[src/logic/lps_pkg.sv]
package lps_pkg;
	// ----------------------------------------
	// register offsets
	// ----------------------------------------
	localparam logic [7:0] LPS_ADDR_CTRL = 8'h0F;
	localparam logic [7:0] LPS_ADDR_REV = 8'h11;
	localparam logic [7:0] LPS_ADDR_PART = 8'h12;
	localparam logic [7:0] LPS_ADDR_STAT = 8'h13;
	localparam logic [7:0] LPS_ADDR_VIS_LO = 8'h14;
	localparam logic [7:0] LPS_ADDR_VIS_HI = 8'h15;
	localparam logic [7:0] LPS_ADDR_IR_LO = 8'h16;
	localparam logic [7:0] LPS_ADDR_IR_HI = 8'h17;
	localparam logic [7:0] LPS_ADDR_PROX_LO = 8'h18;
	localparam logic [7:0] LPS_ADDR_PROX_HI = 8'h19;
	// host controller registers
	localparam logic [7:0] LPS_HC_ADDR = 8'h00;
	localparam logic [7:0] LPS_HC_WDATA = 8'h01;
	localparam logic [7:0] LPS_HC_CMD = 8'h02;
	localparam logic [7:0] LPS_HC_RDATA = 8'h03;
	localparam logic [7:0] LPS_HC_STAT = 8'h04;
	localparam logic [7:0] LPS_HC_WORD = 8'h05;
	localparam int LPS_HC_CMD_RD = 0;
	localparam int LPS_HC_CMD_WR = 1;
	localparam int LPS_HC_CMD_WORD = 2;
	// ----------------------------------------
	// field layout
	// ----------------------------------------
	localparam int LPS_LED_MSB = 7;
	localparam int LPS_LED_LSB = 6;
	localparam int LPS_PROX_DIODE_SELECT_MSB = 5;
	localparam int LPS_PROX_DIODE_SELECT_LSB = 4;
	localparam int LPS_PROX_AMP_GAIN_MSB = 3;
	localparam int LPS_PROX_AMP_GAIN_LSB = 2;
	localparam int LPS_LIGHT_AMP_GAIN_MSB = 1;
	localparam int LPS_LIGHT_AMP_GAIN_LSB = 0;
	localparam int LPS_ST_PROX_IRQ_FLAG = 5;
	localparam int LPS_ST_LIGHT_IRQ_FLAG = 4;
	localparam int LPS_ST_PROX_RESULT_VALID = 1;
	localparam int LPS_ST_LIGHT_RESULT_VALID = 0;
	// ----------------------------------------
	// reset values and codes
	// ----------------------------------------
	localparam logic [7:0] LPS_CTRL_RST = 8'h00;
	localparam logic [1:0] LPS_PROX_DIODE_SELECT_CH1 = 2'h2;
	localparam logic [1:0] LPS_PROX_AMP_GAIN_1X = 2'h0;
	// arbitrary identity values
	localparam logic [7:0] LPS_REV_CODE = 8'h5A;
	localparam logic [7:0] LPS_PART_CODE = 8'hA5;
	// host access states
	typedef enum logic [1:0] {
		LPS_HS_IDLE = 2'b00,
		LPS_HS_LO = 2'b01,
		LPS_HS_HI = 2'b10
	} lps_hstate_t;
endpackage

[src/logic/lps_link_if.sv]
`timescale 1ns/1ps
interface lps_link_if;
	logic [7:0] addr;
	logic [7:0] wdata;
	logic wr;
	logic rd;
	logic [7:0] rdata;
	modport dev (input addr, input wdata, input wr, input rd, output rdata);
	modport host (output addr, output wdata, output wr, output rd, input rdata);
endinterface

[src/logic/lps_dev.sv]
`timescale 1ns/1ps
// Summary of operation
// - control byte steers analog front end
// - bits 7:6 pick LED current
// - host programs diode select to 10; lps_host forwards any value
// - host keeps proximity gain at 00; lps_host forwards any value
// - bits 1:0 pick light amp gain
// - revision byte fixed, writes ignored
// - part number byte fixed, read-only
// - status read-only, writes ignored
// - bit 5 shows proximity interrupt
// - bit 4 shows light interrupt
// - bit 1 set after proximity integration
// - bit 0 set after light integration
// - host writes zero to reserved status
// - two light counts, low byte first
// - proximity count at 0x18/0x19
// - low byte read shadows high byte
// - shadow survives later conversions
// - host uses paired word reads
// - interrupt flags follow light_irq_in and prox_irq_in
module lps_dev import lps_pkg::*; (
	input wire logic clk_in,
	input wire logic rst_in,
	lps_link_if.dev link,
	input wire logic light_done_in,
	input wire logic [15:0] vis_count_in,
	input wire logic [15:0] ir_count_in,
	input wire logic prox_done_in,
	input wire logic [15:0] prox_count_in,
	input wire logic light_irq_in,
	input wire logic prox_irq_in,
	output logic [1:0] led_drive_level_out,
	output logic [1:0] prox_diode_select_out,
	output logic [1:0] prox_amp_gain_out,
	output logic [1:0] light_amp_gain_out,
	output logic irq_out
);
	typedef struct packed {
		logic [7:0] ctrl;
		logic [15:0] vis;
		logic [15:0] ir;
		logic [15:0] prox;
		logic [2:0][7:0] shadow;
		logic light_valid;
		logic prox_valid;
		logic [7:0] rdata;
	} lps_dstate_t;
	lps_dstate_t st_q, st_d;
	logic [7:0] status;

	// ----------------------------------------
	// register access
	// ----------------------------------------
	always_comb begin
		st_d = st_q;
		status = 8'h00;
		status[LPS_ST_PROX_IRQ_FLAG] = prox_irq_in;
		status[LPS_ST_LIGHT_IRQ_FLAG] = light_irq_in;
		status[LPS_ST_PROX_RESULT_VALID] = st_q.prox_valid;
		status[LPS_ST_LIGHT_RESULT_VALID] = st_q.light_valid;
		if (light_done_in) begin
			st_d.vis = vis_count_in;
			st_d.ir = ir_count_in;
			st_d.light_valid = 1'b1;
		end
		if (prox_done_in) begin
			st_d.prox = prox_count_in;
			st_d.prox_valid = 1'b1;
		end
		// only the control byte is writable
		if (link.wr && link.addr == LPS_ADDR_CTRL) begin
			st_d.ctrl = link.wdata;
		end
		st_d.rdata = 8'h00;
		if (link.rd) begin
			unique case (link.addr)
				LPS_ADDR_CTRL: st_d.rdata = st_q.ctrl;
				LPS_ADDR_REV: st_d.rdata = LPS_REV_CODE;
				LPS_ADDR_PART: st_d.rdata = LPS_PART_CODE;
				LPS_ADDR_STAT: st_d.rdata = status;
				LPS_ADDR_VIS_LO: begin
					st_d.rdata = st_q.vis[7:0];
					st_d.shadow[0] = st_q.vis[15:8];
				end
				LPS_ADDR_IR_LO: begin
					st_d.rdata = st_q.ir[7:0];
					st_d.shadow[1] = st_q.ir[15:8];
				end
				LPS_ADDR_PROX_LO: begin
					st_d.rdata = st_q.prox[7:0];
					st_d.shadow[2] = st_q.prox[15:8];
				end
				LPS_ADDR_VIS_HI: st_d.rdata = st_q.shadow[0];
				LPS_ADDR_IR_HI: st_d.rdata = st_q.shadow[1];
				LPS_ADDR_PROX_HI: st_d.rdata = st_q.shadow[2];
				default: st_d.rdata = 8'h00;
			endcase
		end
	end

	always_ff @(posedge clk_in or posedge rst_in) begin
		if (rst_in) begin
			st_q <= '0;
			st_q.ctrl <= LPS_CTRL_RST;
		end else begin
			st_q <= st_d;
		end
	end

	// ----------------------------------------
	// outputs
	// ----------------------------------------
	assign led_drive_level_out = st_q.ctrl[LPS_LED_MSB:LPS_LED_LSB];
	assign prox_diode_select_out = st_q.ctrl[LPS_PROX_DIODE_SELECT_MSB:LPS_PROX_DIODE_SELECT_LSB];
	assign prox_amp_gain_out = st_q.ctrl[LPS_PROX_AMP_GAIN_MSB:LPS_PROX_AMP_GAIN_LSB];
	assign light_amp_gain_out = st_q.ctrl[LPS_LIGHT_AMP_GAIN_MSB:LPS_LIGHT_AMP_GAIN_LSB];
	// level interrupt pin mirrors the two flags
	assign irq_out = light_irq_in | prox_irq_in;
	assign link.rdata = st_q.rdata;
endmodule

[src/flat_wrapper.sv]
// flat-port wrapper written by rule: the top's interface ports become plain ports
module lps_dev_flat import lps_pkg::*;
  (clk_in, rst_in, light_done_in, vis_count_in, ir_count_in, prox_done_in, prox_count_in, light_irq_in, prox_irq_in, led_drive_level_out, prox_diode_select_out, prox_amp_gain_out, light_amp_gain_out, irq_out, link_addr, link_wdata, link_wr, link_rd, link_rdata);
  lps_link_if link_i ();
  input wire logic clk_in;
  input wire logic rst_in;
  input wire logic light_done_in;
  input wire logic [15:0] vis_count_in;
  input wire logic [15:0] ir_count_in;
  input wire logic prox_done_in;
  input wire logic [15:0] prox_count_in;
  input wire logic light_irq_in;
  input wire logic prox_irq_in;
  output logic [1:0] led_drive_level_out;
  output logic [1:0] prox_diode_select_out;
  output logic [1:0] prox_amp_gain_out;
  output logic [1:0] light_amp_gain_out;
  output logic irq_out;
  input wire logic [$bits(link_i.addr)-1:0] link_addr;
  input wire logic [$bits(link_i.wdata)-1:0] link_wdata;
  input wire logic [$bits(link_i.wr)-1:0] link_wr;
  input wire logic [$bits(link_i.rd)-1:0] link_rd;
  output wire logic [$bits(link_i.rdata)-1:0] link_rdata;
  assign link_i.addr = link_addr;
  assign link_i.wdata = link_wdata;
  assign link_i.wr = link_wr;
  assign link_i.rd = link_rd;
  assign link_rdata = link_i.rdata;
  lps_dev u_core (.clk_in(clk_in), .rst_in(rst_in), .link(link_i), .light_done_in(light_done_in), .vis_count_in(vis_count_in), .ir_count_in(ir_count_in), .prox_done_in(prox_done_in), .prox_count_in(prox_count_in), .light_irq_in(light_irq_in), .prox_irq_in(prox_irq_in), .led_drive_level_out(led_drive_level_out), .prox_diode_select_out(prox_diode_select_out), .prox_amp_gain_out(prox_amp_gain_out), .light_amp_gain_out(light_amp_gain_out), .irq_out(irq_out));
endmodule
[config.mk]
export PLATFORM = sky130hd
export DESIGN_NAME = lps_dev_flat
export DESIGN_NICKNAME = d
export VERILOG_FILES = /design/src/logic/lps_pkg.sv /design/src/logic/lps_link_if.sv /design/src/logic/lps_dev.sv /design/src/flat_wrapper.sv
export SDC_FILE = /design/constraint.sdc
export NUM_CORES = 1
export LEC_CHECK = 0
export BUFFER_PORTS_ARGS = -buffer_cell sky130_fd_sc_hd__buf_2
export CAP_MARGIN = 20
export CORE_ASPECT_RATIO = 0.75
export CORE_MARGIN = 4
export CORE_UTILIZATION = 49
export DETAILED_ROUTE_END_ITERATION = 16
export PLACE_DENSITY = 0.76
export SYNTH_ARGS = -nofsm -noshare
export SYNTH_HDL_FRONTEND = slang
export SYNTH_SLANG_ARGS = --single-unit
[constraint.sdc]
create_clock -name clk_in -period 2.7 [get_ports clk_in]
set_input_delay 0.405 -clock clk_in [delete_from_list [all_inputs] [get_ports clk_in]]
set_output_delay 0.405 -clock clk_in [all_outputs]
set_load 0.005 [all_outputs]
# [Word-level counts from Yosys, hierarchy flattened]
# Cells that the tools add are included.
# Widths: inputs -> output; s select.
[op_classes] n_eq_ne=10 n_mux=2 bitwise=1 reduce_logical=4
[ops] cell="$pmux 8 s10" count=1
[ops] cell="$eq 8x5->1 const B" count=9
[ops] cell="$eq 8x4->1 const B" count=1
[ops] cell="$mux 8" count=1
[ops] cell="$reduce_and 2->1" count=3
[ops] cell="$logic_and 1x1->1" count=1
[ops] cell="$or 1x1->1" count=1
[totals] regBits=90 inputBits=72 wordCells=27

# [Logic depth before layout (Yosys ltp)]
[depth] depth_word=3 depth_mapped=7

# [Worst setup path after synthesis]
# No wires, ideal clock.
[synth_timing] path_kind="input to register" startpoint="input link_addr[5]" endpoint="register u_core.st_q[10] (netlist bit)" setup_ns=0.125 arrival_ns=1.715 slack_ns=0.860 cell_stages=6 path_buffers=2 path_cell_list="nor4b_4 and2_1 buf_4 and4b_1 buf_4 mux2_2"
[synth_via] elab_chain_cells=2
[synth_lines] item="from (decl)" line_no="flat_wrapper.sv:19" rtl="input wire logic [$bits(link_i.addr)-1:0] link_addr;"
[synth_lines] item="$eq 8x5->1" line_no="lps_dev.sv:77" rtl="unique case (link.addr)"
[synth_lines] item="$reduce_and 2->1 (no source line)"
[synth_lines] item="to (signal assigned)" line_no="lps_dev.sv:107" rtl="st_q <= st_d;"
[synth_lines] item="to (decl)" line_no="lps_dev.sv:49" rtl="lps_dstate_t st_q, st_d;"
# No other way between the ends.
# A chain may end at the register's enable or synchronous reset.

# [Worst setup path after layout]
[layout_timing] startpoint="input link_addr[5]" endpoint="register u_core.st_q[12] (netlist bit)"
# The elaborated chain is that of the path after synthesis.

==> reports/qor.yml <==
hold_path:
  holdCritPathClass: "input port to async pin"
grt:
  top_usage_layer: "met2"
  gr-usage-met1: 0.267
  grt-ovfl-total: 0
  grt_first_pass_wirelength_microns: 14200
  grt_util_met2: 0.273
  grt_antenna_before_repair: 0
  grt_pass1_vias: 2735
  grt_use_total: 0.187
  gr-usage-met3: 0.0712
  grt_max_degree: 38
clock_tree:
  cts_hold_buf: 0
  cts-htree-levels: 3
  clk-insertion-delay-late_ns: 0.35
  cts_post_setup_buffers_inserted: 0
  cts_buffers: 9
  cts.sinks: 90
  ctsResizeCount: 0
  clockBufferDepth: 2
  cts_root_buf: "clkbuf_8"
  cts_tree: "built"
  clk_pin_slew_worst_paths_ns: 0.08
synth:
  synth.most_common_cell: "dfrtp_1"
  yosys.area.top_type: "dfrtp_1"
  yosysSeqAreaShare: 0.556
  synthCells: 314
  synth_edf_count: 0
  synth_ff_type: "dfrtp_1"
  synth_cell_types: 34
  syn_area_sq_um: 4050
  ys_top_cells_by_area: "dfrtp_1, mux2_2, buf_4, a22oi_1, mux2i_1"
  syn-num-nets: 386
  synth_top_cell_area_share: 0.556
  synth-async-reset-ratio: 1.00
  synth_warnings: 0
  ys_seq_elements: 90
  synth.avg_cell_area_sq_um: 12.9
  synthTopCellsByCount: "dfrtp_1, mux2_2, buf_4"
worst_setup_path:
  crit_required_ns: 2.94
  crit_path_max_incr_delay_ns: 0.47
  setup.worst_path.class: "input port to flop"
  slowest_stage: "and4b_1"
  cp_max_fo: 9
  cp_cell_sequence: "buf_2 -> nor4b_4 -> and2_1 -> and4b_1 -> mux2_2"
  arrival_ns: 2.06
  end_kind: "flop"
  start_kind: "input port"
final_layout:
  synthToLayoutAreaGrowth_pct: 15.0
  drive_gt1_frac: 0.496
  design_area_sq_um: 4650
  insertedDiodeCount: 0
  fin_nets: 456
  multi_input_area_sq_um: 1570
  seq_area_sq_um: 2250
  fillers: 675
drt:
  ant_nets: 0
  drt-total-wl_microns: 8730
  vias: 2719
  drt_iter0_markers: 123
  drc: 0
  viasPerCell: 5.53
  routedWlPerCell_microns: 17.7
  drt_first_pass_iters: 5
floorplan:
  io_pins: 89
  rows: 28
  die_h_microns: 86.7
  die_area_sq_um: 9790
  core_sq_um: 7950
  die_x_microns: 113
  initial_core_util: 0.509
power:
  p_leak_uw: 0.00221
  peakVddDrop_mv: 0.303
  power_density_nw_per_um2: 563
  total_power_uw: 2620
timing:
  worst-slew-pin-transition_ns: 0.763
  drv_slew: 0
  fin_ws_ns: 0.883
  timing.final.crit_share: 0.673
  period_minus_slack_ns: 1.82
  hold_viol: 0
  final.setup.tns_ns: 0
  finalClockSkew_ns: 0.00601
  setup_viol: 0
  rsz0062_at_grt: "false"
  fmax_mhz: 550
  max_slew_margin: 0.491
run_status:
  run_status: "finished clean"
placement:
  gp_congestion: 0.856
  dp_hpwl_microns: 6560
  pre_cts_slack_ns: 0.535
  portBuffers: 88
  dpl-instance-area_sq_um: 4480
run:
  maxCapViolCount: 0
-- cell families (layout without fill, tap and decap cells) --
family                 count (synthesis)  count (layout)  synth area share
AO/OA/AOI/OAI                         45              45            0.0754
buffers and inverters                 42             115            0.0569
flip-flops                            90              90             0.556
AND/OR/NAND/NOR                       53              53            0.0794
multiplexers                          84              84             0.232
-- stage by stage --
stage | instances | hold WS [ns] | util
2_1_floorplan | 314 | 0.433 | -
3_3_place_gp | 478 | 0.449 | 0.563
3_5_place_dp | 478 | 0.460 | 0.563
4_1_cts | 492 | 0.158 | 0.585
5_1_grt | 492 | 0.197 | 0.585
6_report | 492 | 0.149 | 0.585
-- per-layer routing --
layer	part of all wire	vias up
met5	0	-
met4	0.011	0
met1	0.48	1343
li1	-	1262
met3	0.092	9
met2	0.42	105
-- power breakdown --
part | leakage [uW] | switching, uW | internal [uW]
clock | 0.0000903 | 434 | 398
combinational | 0.000982 | 136 | 153
sequential | 0.00113 | 55.5 | 1440
total | 0.00221 | 625 | 1990
-- flip-flops by register name (all words and copies together), names as in the netlist --
signal                        flops
u_core.link.rdata                 8
u_core.prox_amp_gain_out          2
u_core.led_drive_level_out        2
u_core.light_amp_gain_out         2
u_core.prox_diode_select_out      2
u_core.st_q                      74
-- worst max-delay path: cells and delay by family --
kind / cells / cell delay [ns]
buffers and inverters: 1 / 0.12
AND/OR/NAND/NOR: 3 / 1.15
multiplexers: 1 / 0.38
-- path summary, 6_finish.rpt --
kind	start	to	slack (ns)	cells after the start
worst max-delay path	link_addr[5]	u_core.st_q[12]	0.88	5
worst min-delay path	rst_in	u_core.st_q[69]	0.15	2
worst max register to register	u_core.st_q[19]	u_core.link.rdata[1]	1.35	4
worst min register to register	u_core.st_q[8]	u_core.st_q[8]	0.47	1
max in group asynchronous	rst_in	u_core.link.rdata[1]	1.76	3
min in group clk_in	ir_count_in[2]	u_core.st_q[52]	0.27	3
-- layout make-up --
class | instances | area share
Clock buffer | 12 | 0.0355
Clock inverter | 2 | 0.00269
Inverter | 7 | 0.00645
Multi-Input combinational cell | 182 | 0.336
Sequential cell | 90 | 0.484
Tap cell | 105 | 0.0282
Timing Repair Buffer | 94 | 0.107
-- layout by cell type, fill, tap and decap left out, types with 2 or more instances in the layout --
master and n:
mux2i_1 6, dfrtp_1 90, nand3_1 6, nand4b_1 2, a221oi_1 6, clkbuf_8 12, nand4_1 5, nand2_1 9
nor3_1 3, o21ai_0 10, inv_1 6, nand2b_1 4, a22o_1 2, a31oi_1 4, o22ai_1 2, nor2b_1 4
and4b_1 2, o2bb2ai_1 2, a22oi_1 10, nor2_1 8, mux2_2 78, buf_4 5, buf_2 88, clkinvlp_4 2
or2_2 3, a222oi_1 2, a21oi_1 7
(Power assumes the default switching activity.)
